## config.mk

```make
export PLATFORM = sky130hd
export DESIGN_NAME = serial_port_mode_control
export DESIGN_NICKNAME = d
export VERILOG_FILES = /design/src/shared/serial_mode_pkg.sv /design/src/design/serial_port_mode_control.sv
export SDC_FILE = /design/constraint.sdc
export NUM_CORES = 1
export LEC_CHECK = 0
export ABC_AREA = 1
export BUFFER_PORTS_ARGS = -buffer_cell sky130_fd_sc_hd__buf_2
export CORE_ASPECT_RATIO = 0.8
export CORE_MARGIN = 4
export CORE_UTILIZATION = 50
export DETAILED_ROUTE_END_ITERATION = 10
export GPL_TIMING_DRIVEN = 1
export PLACE_DENSITY = 0.92
export SLEW_MARGIN = 20
export SYNTH_ARGS = -nofsm -noshare
export SYNTH_HDL_FRONTEND = slang
export SYNTH_SLANG_ARGS = --single-unit
```

## constraint.sdc

```tcl
create_clock -name MCLK_I -period 1.9 [get_ports MCLK_I]
set_input_delay 0.095 -clock MCLK_I [delete_from_list [all_inputs] [get_ports MCLK_I]]
set_output_delay 0.095 -clock MCLK_I [all_outputs]
set_load 0.05 [all_outputs]
```

## src/shared/serial_mode_pkg.sv

```systemverilog
`default_nettype none
package serial_mode_pkg;

  // Register byte addresses
  localparam logic [7:0] CTRL_TWO_OFS   = 8'h10;
  localparam logic [7:0] CTRL_THREE_OFS = 8'h14;

  // Reset values
  localparam logic [31:0] CTRL_TWO_RST   = 32'h0000_0000;
  localparam logic [31:0] CTRL_THREE_RST = 32'h0000_0000;

  // Writable bit masks, reserved bits stay zero
  localparam logic [31:0] CTRL_TWO_MASK   = 32'h0000_7f6f;
  localparam logic [31:0] CTRL_THREE_MASK = 32'h0000_01ff;
  localparam logic [31:0] CTRL_TWO_LITE   = 32'h0000_4867;
  localparam logic [31:0] CTRL_THREE_LITE = 32'h0000_000f;

  // Control two fields
  localparam int NODE_ADDR_LSB    = 0;
  localparam int BREAK_LEN_BIT    = 5;
  localparam int BREAK_IRQ_BIT    = 6;
  localparam int LAST_PULSE_BIT   = 8;
  localparam int CLK_PHASE_BIT    = 9;
  localparam int CLK_POL_BIT      = 10;
  localparam int CLK_PIN_BIT      = 11;
  localparam int STOP_LSB         = 12;
  localparam int LIN_EN_BIT       = 14;

  // Control three fields
  localparam int ERR_IRQ_BIT      = 0;
  localparam int IR_EN_BIT        = 1;
  localparam int IR_LP_BIT        = 2;
  localparam int HALF_DUP_BIT     = 3;
  localparam int SC_NACK_BIT      = 4;
  localparam int SC_EN_BIT        = 5;
  localparam int DMA_RX_BIT       = 6;
  localparam int DMA_TX_BIT       = 7;
  localparam int RTS_EN_BIT       = 8;

  // Stop length codes, in half bits
  localparam logic [1:0] STOP_ONE      = 2'h0;
  localparam logic [1:0] STOP_HALF     = 2'h1;
  localparam logic [1:0] STOP_TWO      = 2'h2;
  localparam logic [1:0] STOP_ONE_HALF = 2'h3;
  localparam logic [2:0] HALVES_ONE      = 3'h2;
  localparam logic [2:0] HALVES_HALF     = 3'h1;
  localparam logic [2:0] HALVES_TWO      = 3'h4;
  localparam logic [2:0] HALVES_ONE_HALF = 3'h3;

  // Break thresholds in bit times
  localparam logic [3:0] BREAK_SHORT = 4'ha;
  localparam logic [3:0] BREAK_LONG  = 4'hb;

  // Mute states, one-hot
  typedef enum logic [1:0] {
    MUTE_OFF = 2'b01,
    MUTE_ON  = 2'b10
  } mute_state_t;

endpackage : serial_mode_pkg
`default_nettype wire

```

## src/design/serial_port_mode_control.sv

```systemverilog
`timescale 1ns/1ps
`default_nettype none

////////////////////////////////////////////////////////////////////////////////
// Contract
// - Mute mode compares address tag with node address
// - Break length bit selects 10 or 11 bits
// - Break interrupt only when its enable set
// - Last-bit pulse enable gates final clock pulse
// - Phase bit picks first or second edge
// - Polarity bit sets idle clock level
// - Clock pin enable gates clock pin drive
// - Stop field codes one, half, two, one-half
// - LIN enable switches LIN operation
// - Error interrupt needs enable, DMA receive, error
// - Infrared enable selects infrared line coding
// - Low-power bit picks infrared low-power mode
// - Half-duplex bit selects single-line operation
// - Smartcard NACK sent on parity error if enabled
// - Smartcard enable switches smartcard protocol
// - Receive DMA requests only when enabled
// - Transmit DMA requests only when enabled
// - RTS low while receive buffer has room, and always low while RTS enable is clear
// - Reduced instances omit node address bit 3, last pulse, phase, polarity, stop, smartcard, DMA, RTS
// - Both control registers reset to zero
// - Wakeup select: idle line or address tag
module serial_port_mode_control #(
  parameter bit FULL_FEATURE = 1'b1
) (
  // Clock and reset
  input  wire logic        MCLK_I,
  input  wire logic        RST_I,
  // APB slave
  input  wire logic        PSEL_I,
  input  wire logic        PENABLE_I,
  input  wire logic        PWRITE_I,
  input  wire logic [7:0]  PADDR_I,
  input  wire logic [31:0] PWDATA_I,
  output logic [31:0]      PRDATA_O,
  output logic             PREADY_O,
  output logic             PSLVERR_O,
  // Receiver and transmitter status
  input  wire logic        MUTE_REQ_I,
  input  wire logic        WAKE_ON_TAG_I,
  input  wire logic        IDLE_LINE_I,
  input  wire logic        ADDR_TAG_VALID_I,
  input  wire logic [3:0]  ADDR_TAG_I,
  input  wire logic        BREAK_DETECTED_FLAG_I,
  input  wire logic        FRAMING_ERROR_FLAG_I,
  input  wire logic        OVERRUN_ERROR_FLAG_I,
  input  wire logic        NOISE_ERROR_FLAG_I,
  input  wire logic        PARITY_ERROR_I,
  input  wire logic        RX_DATA_READY_I,
  input  wire logic        TX_SPACE_I,
  input  wire logic        RX_ROOM_I,
  input  wire logic        TX_ENABLE_I,
  // Synchronous clock request from the shifter
  input  wire logic        SHIFT_CLK_I,
  input  wire logic        SHIFT_ACTIVE_I,
  input  wire logic        LAST_BIT_I,
  // Mode outputs
  output logic             RECEIVE_MUTE_O,
  output logic [3:0]       BREAK_THRESHOLD_O,
  output logic [2:0]       STOP_HALVES_O,
  output logic             LIN_MODE_O,
  output logic             INFRARED_MODE_O,
  output logic             INFRARED_LOW_POWER_O,
  output logic             HALF_DUPLEX_O,
  output logic             SMARTCARD_MODE_O,
  output logic             SAMPLE_SECOND_EDGE_O,
  // Events and requests
  output logic             BREAK_IRQ_O,
  output logic             ERROR_IRQ_O,
  output logic             NACK_SEND_O,
  output logic             DMA_RX_REQ_O,
  output logic             DMA_TX_REQ_O,
  output logic             RTS_N_O,
  // Serial clock pin
  output logic             SERIAL_CLOCK_OUTPUT_O,
  output logic             SERIAL_CLOCK_OE_O
);

  //////////////////////////////////////////////////////////////////////////////
  // State

  typedef struct packed {
    logic [31:0]                     ctrl_two;
    logic [31:0]                     ctrl_three;
    logic [31:0]                     rdata;
    serial_mode_pkg::mute_state_t    mute;
    logic                            brk_irq;
    logic                            err_irq;
    logic                            nack;
    logic                            dma_rx;
    logic                            dma_tx;
    logic                            rts_n;
    logic                            sclk;
    logic                            sclk_oe;
  } state_t;

  state_t st_r;
  state_t st_nxt;

  // Reduced instances keep only the shared bits
  function automatic logic [31:0] wr_mask(input logic two);
    if (two)
      wr_mask = FULL_FEATURE ? serial_mode_pkg::CTRL_TWO_MASK
                             : serial_mode_pkg::CTRL_TWO_LITE;
    else
      wr_mask = FULL_FEATURE ? serial_mode_pkg::CTRL_THREE_MASK
                             : serial_mode_pkg::CTRL_THREE_LITE;
  endfunction : wr_mask

  function automatic logic [2:0] stop_halves(input logic [1:0] code);
    case (code)
      serial_mode_pkg::STOP_ONE:  stop_halves = serial_mode_pkg::HALVES_ONE;
      serial_mode_pkg::STOP_HALF: stop_halves = serial_mode_pkg::HALVES_HALF;
      serial_mode_pkg::STOP_TWO:  stop_halves = serial_mode_pkg::HALVES_TWO;
      default:                    stop_halves = serial_mode_pkg::HALVES_ONE_HALF;
    endcase
  endfunction : stop_halves

  //////////////////////////////////////////////////////////////////////////////
  // Field views

  logic        wr_two;
  logic        wr_three;
  logic [3:0]  node_addr;
  logic        wake_on_tag;
  logic        brk_len;
  logic        brk_ien;
  logic        last_pulse;
  logic        cpha;
  logic        clock_polarity;
  logic        clk_pin;
  logic        lin_en;
  logic        err_ien;
  logic        sc_nack;
  logic        sc_en;
  logic        dma_rx_en;
  logic        dma_tx_en;
  logic        rts_en;

  assign node_addr   = st_r.ctrl_two[serial_mode_pkg::NODE_ADDR_LSB +: 4];
  assign brk_len     = st_r.ctrl_two[serial_mode_pkg::BREAK_LEN_BIT];
  assign brk_ien     = st_r.ctrl_two[serial_mode_pkg::BREAK_IRQ_BIT];
  assign last_pulse  = st_r.ctrl_two[serial_mode_pkg::LAST_PULSE_BIT];
  assign cpha        = st_r.ctrl_two[serial_mode_pkg::CLK_PHASE_BIT];
  assign clock_polarity        = st_r.ctrl_two[serial_mode_pkg::CLK_POL_BIT];
  assign clk_pin     = st_r.ctrl_two[serial_mode_pkg::CLK_PIN_BIT];
  assign lin_en      = st_r.ctrl_two[serial_mode_pkg::LIN_EN_BIT];
  assign err_ien     = st_r.ctrl_three[serial_mode_pkg::ERR_IRQ_BIT];
  assign sc_nack     = st_r.ctrl_three[serial_mode_pkg::SC_NACK_BIT];
  assign sc_en       = st_r.ctrl_three[serial_mode_pkg::SC_EN_BIT];
  assign dma_rx_en   = st_r.ctrl_three[serial_mode_pkg::DMA_RX_BIT];
  assign dma_tx_en   = st_r.ctrl_three[serial_mode_pkg::DMA_TX_BIT];
  assign rts_en      = st_r.ctrl_three[serial_mode_pkg::RTS_EN_BIT];
  // Wakeup method lives outside these registers, so it is a free pin
  assign wake_on_tag = WAKE_ON_TAG_I;

  assign wr_two   = PSEL_I && PENABLE_I && PWRITE_I
                    && (PADDR_I == serial_mode_pkg::CTRL_TWO_OFS);
  assign wr_three = PSEL_I && PENABLE_I && PWRITE_I
                    && (PADDR_I == serial_mode_pkg::CTRL_THREE_OFS);

  //////////////////////////////////////////////////////////////////////////////
  // Next state

  always_comb
  begin
    st_nxt = st_r;

    // Register writes, single-cycle access
    if (wr_two)
      st_nxt.ctrl_two = PWDATA_I & wr_mask(1'b1);
    if (wr_three)
      st_nxt.ctrl_three = PWDATA_I & wr_mask(1'b0);

    // Read data captured in setup so it is valid in access
    if (PSEL_I && !PENABLE_I)
    begin
      if (PADDR_I == serial_mode_pkg::CTRL_TWO_OFS)
        st_nxt.rdata = st_r.ctrl_two;
      else if (PADDR_I == serial_mode_pkg::CTRL_THREE_OFS)
        st_nxt.rdata = st_r.ctrl_three;
      else
        st_nxt.rdata = 32'h0000_0000;
    end

    // Mute control
    case (st_r.mute)
      serial_mode_pkg::MUTE_OFF:
      begin
        if (MUTE_REQ_I)
          st_nxt.mute = serial_mode_pkg::MUTE_ON;
      end
      serial_mode_pkg::MUTE_ON:
      begin
        if (wake_on_tag)
        begin
          if (ADDR_TAG_VALID_I && ADDR_TAG_I == node_addr)
            st_nxt.mute = serial_mode_pkg::MUTE_OFF;
        end
        else if (IDLE_LINE_I)
          st_nxt.mute = serial_mode_pkg::MUTE_OFF;
      end
      default:
        st_nxt.mute = serial_mode_pkg::MUTE_OFF;
    endcase

    // Interrupts follow the flags while enabled
    st_nxt.brk_irq = brk_ien && BREAK_DETECTED_FLAG_I;
    st_nxt.err_irq = err_ien && dma_rx_en
                     && (FRAMING_ERROR_FLAG_I || OVERRUN_ERROR_FLAG_I
                         || NOISE_ERROR_FLAG_I);
    st_nxt.nack    = sc_en && sc_nack && PARITY_ERROR_I;
    st_nxt.dma_rx  = dma_rx_en && RX_DATA_READY_I;
    st_nxt.dma_tx  = dma_tx_en && TX_SPACE_I;
    st_nxt.rts_n   = rts_en ? !RX_ROOM_I : 1'b0;

    // Serial clock: idle at polarity, last pulse optional
    st_nxt.sclk_oe = clk_pin;
    if (SHIFT_ACTIVE_I && (!LAST_BIT_I || last_pulse))
      st_nxt.sclk = SHIFT_CLK_I ^ clock_polarity;
    else
      st_nxt.sclk = clock_polarity;
  end

  //////////////////////////////////////////////////////////////////////////////
  // Registers

  always_ff @(posedge MCLK_I or posedge RST_I)
  begin
    if (RST_I)
    begin
      st_r            <= '0;
      st_r.ctrl_two   <= serial_mode_pkg::CTRL_TWO_RST;
      st_r.ctrl_three <= serial_mode_pkg::CTRL_THREE_RST;
      st_r.mute       <= serial_mode_pkg::MUTE_OFF;
    end
    else
      st_r <= st_nxt;
  end

  //////////////////////////////////////////////////////////////////////////////
  // Outputs

  assign PRDATA_O  = st_r.rdata;
  assign PREADY_O  = 1'b1;
  assign PSLVERR_O = 1'b0;

  assign RECEIVE_MUTE_O       = (st_r.mute == serial_mode_pkg::MUTE_ON);
  assign BREAK_THRESHOLD_O    = brk_len ? serial_mode_pkg::BREAK_LONG
                                        : serial_mode_pkg::BREAK_SHORT;
  assign STOP_HALVES_O        = stop_halves(
    st_r.ctrl_two[serial_mode_pkg::STOP_LSB +: 2]);
  assign LIN_MODE_O           = lin_en;
  assign INFRARED_MODE_O      = st_r.ctrl_three[serial_mode_pkg::IR_EN_BIT];
  assign INFRARED_LOW_POWER_O = st_r.ctrl_three[serial_mode_pkg::IR_LP_BIT];
  assign HALF_DUPLEX_O        = st_r.ctrl_three[serial_mode_pkg::HALF_DUP_BIT];
  assign SMARTCARD_MODE_O     = sc_en;
  assign SAMPLE_SECOND_EDGE_O = cpha;

  assign BREAK_IRQ_O  = st_r.brk_irq;
  assign ERROR_IRQ_O  = st_r.err_irq;
  assign NACK_SEND_O  = st_r.nack;
  assign DMA_RX_REQ_O = st_r.dma_rx;
  assign DMA_TX_REQ_O = st_r.dma_tx;
  assign RTS_N_O      = st_r.rts_n;

  // Clock settings are taken live; changing them mid-frame glitches the pin
  assign SERIAL_CLOCK_OUTPUT_O = st_r.sclk;
  assign SERIAL_CLOCK_OE_O     = st_r.sclk_oe;

  // TX enable is status only, kept for a future write lock
  logic unused_tx_en;
  assign unused_tx_en = TX_ENABLE_I;

endmodule : serial_port_mode_control
`default_nettype wire

```

== Word level (Yosys, flattened, before mapping) ==
Index checks and enable logic that the tools add are counted.

* Word-level logic and storage cells: 56
* Bits of input ports: 65
* Register bits after elaboration: 64

* Reductions and logical operators: 22
* Equality and inequality tests: 10
* Mux-type cells: 11
* Bitwise gates (word level): 1

{| class="wikitable"
|+ Operator list
! operator !! count
|-
| 8-bit by 5-bit equality test with 1-bit output, second input constant || 2
|-
| 15-bit 2-to-1 mux || 1
|-
| 1-bit logical AND || 14
|-
| 9-bit 2-to-1 mux || 1
|-
| 3-bit case mux with 3 select lines || 1
|-
| 2-bit 2-to-1 mux || 4
|-
| 2-bit by 1-bit equality test with 1-bit output, second input constant || 2
|-
| 2-bit equality test, second input constant || 2
|-
| 4-bit equality test || 1
|-
| 2-bit case mux with 2 select lines || 1
|-
| 1-bit logical NOT || 3
|-
| 1-bit logical OR || 3
|-
| 1-bit 2-to-1 mux || 3
|-
| 3-bit by 2-bit != test with 1-bit output, second input constant || 1
|-
| 3-bit != test, second input constant || 1
|-
| 3-bit AND reduction || 1
|-
| 2-bit logical NOT || 1
|-
| 2-bit != test, second input constant || 1
|-
| 1-bit bitwise XOR || 1
|}

== Logic depth before layout (Yosys ltp) ==
* Depth in word-level cells: 5
* Gate-level depth with buffers: 9
* Depth with buffers taken out: 8

== Worst setup path after synthesis ==
Ideal clock, no wire load.

* Path type: reg-to-output
* Start: register st_r[86] in the netlist's numbering
* End: output port STOP_HALVES_O[0]
* Stages on the path, launching flop included: 3
* Arrival time: 1001 ps
* Slack: 804 ps
* Cell sequence: dfrtp_1 -> ha_1 -> or2_2

* Longest elaborated chain between the ends: 2
* Elaborated cells on any way between the ends: 4

{| class="wikitable"
|+ RTL lines
! what !! line !! text
|-
| from (decl) || serial_port_mode_control.sv:101 || <nowiki>state_t st_r;</nowiki>
|-
| from (signal assigned) || serial_port_mode_control.sv:242 || <nowiki>st_r <= st_nxt;</nowiki>
|-
| 2-bit equality test, or another cell as far along || serial_port_mode_control.sv:115 || <nowiki>case (code)</nowiki>
|-
| 3-bit case mux with 3 select lines * || serial_port_mode_control.sv:115 ||
|-
| to (decl) || serial_port_mode_control.sv:64 || <nowiki>output logic [2:0] STOP_HALVES_O,</nowiki>
|}

Every way passes the cells marked *; elsewhere a longest branch is shown, timed or not.

== Worst setup path in the final report ==
* Start: register st_r[87] in the netlist's numbering
* End: output port STOP_HALVES_O[0]

Same word-level chain as after synthesis.

==> qor.yml <==
syn_inst: 304
path_clk_slew_ps: 80
finalCriticalPeriod_ps: 1517
setup_violations: 0
grt_pass1_wl_um: 8556
post_cts_buffers: 0
cp.required_ps: 1800
antenna_found_initial: 0
drive_gt1_share_pct: 31.28
largest_reg_flops: 15
cts_tree: "built"
final_cell_area_um2: 2899
fin_crit_sh_pct: 79.85
fin_setup_tns_ps: 0
clock_path_buffers: 2
peakVddDrop_uv: 472.2
critPathLaunchType: "flop"
yosys_warnings: 0
start_util_pct: 53.42
drt_first_pass_iters: 4
via_per_inst: 4.599
ff_latch_area_um2: 1177
ys_seq_area_share_pct: 46.29
antenna_cells: 0
yosys-top-cells-area: "dfrtp_1 (45%), nand2_1 (14%), buf_4 (12%)"
place.port_buffers: 80
p_clk_share_pct: 29.2
p_total_uw: 1959
htreeDepth: 2
fin_cells: 434
placed_cell_area_um2: 2769
seqPwrFrac_pct: 53.7
power.density_nw_per_um2: 675.8
vias: 1996
drc: 0
multi_input_area_um2: 959.7
crit_arrival_ps: 1420
synth_area_um2: 2544
fin_util_pct: 60.88
dp_hpwl_um: 4238
leakage_uw: 0.001790
highest_layer: "met4"
max_freq_mhz: 659.1
maxSlewViolCount: 0
fillerInstances: 433
worst-path-max-fanout: 5
finalHoldViolCount: 0
num_rows: 22
routed_wl_um: 5312
power.switching_uw: 576.1
swShare_pct: 29.41
status: "finished clean"
grt_pass1_vias: 1895
grt_overflow: 0
layout.nets: 441
syn_to_final_growth_pct: 13.97
clk_latency_ps: 300
wire_per_inst_um: 12.24
internal_power_uw: 1383
grt_max_degree: 31
routed-wl-met3_um: 423
wl_met2_um: 2607
cts_root_buffer: "clkbuf_8"
avgSynthCellArea_um2: 8.367
ios: 121
antenna_left: 0
yosys.area.top_type: "dfrtp_1"
cp-end-kind: "primary output"
comb_power_share_pct: 17.2
clkSinkCount: 47
dpl.cell_count: 421
met1_length_um: 2172
worstSetupPathType: "flop to primary output"
drtIter0Drc: 84
ys_seq_elements: 47
rsz0062_at_grt: "no"
grt_use_total_pct: 17.54
numCtsBuffers: 5
routabilityCongestion: 0.7800
die_h_um: 71.80
hold_class: "input pin to flop"
synth.distinct_cells: 29
core_area_um2: 4762
dieWidth_um: 87.75
max_cap_violations: 0
worst_clock_skew_ps: 5.498
synth_top_cell_area_share_pct: 45.25
dieArea_um2: 6300
## per-layer routing
layer | up-vias | track usage [%]
li1 | 1010 | -
met1 | 913 | 21.57
met2 | 63 | 29.18
met3 | 10 | 4.483
met4 | 0 | 7.325
met5 | - | 0
## power by group through the flow
stage          clock [uW]  combinational [uW]  sequential, uW
2_1_floorplan           0                 270            1080
3_3_place_gp            0                 321            1070
3_5_place_dp            0                 332            1070
4_1_cts               582                 339            1050
5_1_grt               629                 368            1060
6_report              571                 336            1050
## cell usage after synthesis
master    instances
o211ai_1          1
a21oi_1           1
inv_1            30
nand2_1          97
xnor2_1           1
buf_4            39
dfrtp_1          46
buf_2             2
dfstp_2           1
ha_1              3
nor2_1            8
conb_1            2
nand2_4           3
or2_2             2
nor3_1            1
clkbuf_1          1
inv_2             6
o21ai_2           9
o21ai_1           3
and3_1            1
o21ai_0           6
nor2_4            2
buf_6             3
nand3_4           1
nor2_2            1
nor2_8            2
nand2_2           1
inv_4             1
nand3_1          30
## repair_timing
item | CTS | global route
hold buffers | 5 | 0
gates resized for setup | 0 | 0
endpoints found under the hold margin | 21 | 0
## cell families after synthesis
logic type | after synthesis | synth area share [%]
xor gates and xnor gates | 1 | 0.3444
and+or+nand+nor | 149 | 27.30
buffers and inverters | 82 | 18.94
adders and majority gates | 3 | 1.476
DFF | 47 | 46.29
AOI/OAI and AO/OA | 20 | 5.362
other | 2 | 0.2952
## per-stage QoR
stage | setup WS, ps | hold slack (ps)
floorplan | 690.5 | 160.4
global placement | 611.5 | 79.08
detailed placement | 561.7 | 82.14
CTS | 375.5 | 17.09
global route | 320.1 | 21.79
finish | 382.8 | 18.95
## worst max-delay path, stage by stage (launching register included)
cell	delay, ps
dfrtp_1	430
inv_1	60
ha_1	160
or2_2	260
buf_2	210
## worst paths after layout
check	cells after the start	start	slack [ps]	to
setup / recovery	4	st_r[87]	380	STOP_HALVES_O[0]
hold / removal	3	PWDATA_I[14]	20	LIN_MODE_O
setup reg to reg	7	node_addr[0]	910	st_r[9]
hold reg to reg	0	clk_pin	440	SERIAL_CLOCK_OE_O
max in group asynchronous	4	RST_I	860	st_r[8]
min in group asynchronous	3	RST_I	300	PRDATA_O[14]
## cell usage in the layout, fill, tap and decap left out, drive strengths merged
master	instances
and3	1
nor3	1
clkbuf	8
dfstp	1
conb	22
or2	2
o211ai	1
ha	3
dlygate4sd3	5
xnor2	1
dfrtp	46
inv	37
nor2	13
nand2	101
nand3	31
o21ai	18
a21oi	1
buf	82
## layout make-up
type | count | area share [%]
Timing Repair Buffer | 87 | 16.06
Tap cell | 60 | 2.590
Clock buffer | 8 | 2.762
Inverter | 37 | 4.877
Sequential cell | 47 | 40.61
Multi-Input combinational cell | 195 | 33.10
(Power assumes the default switching activity.)
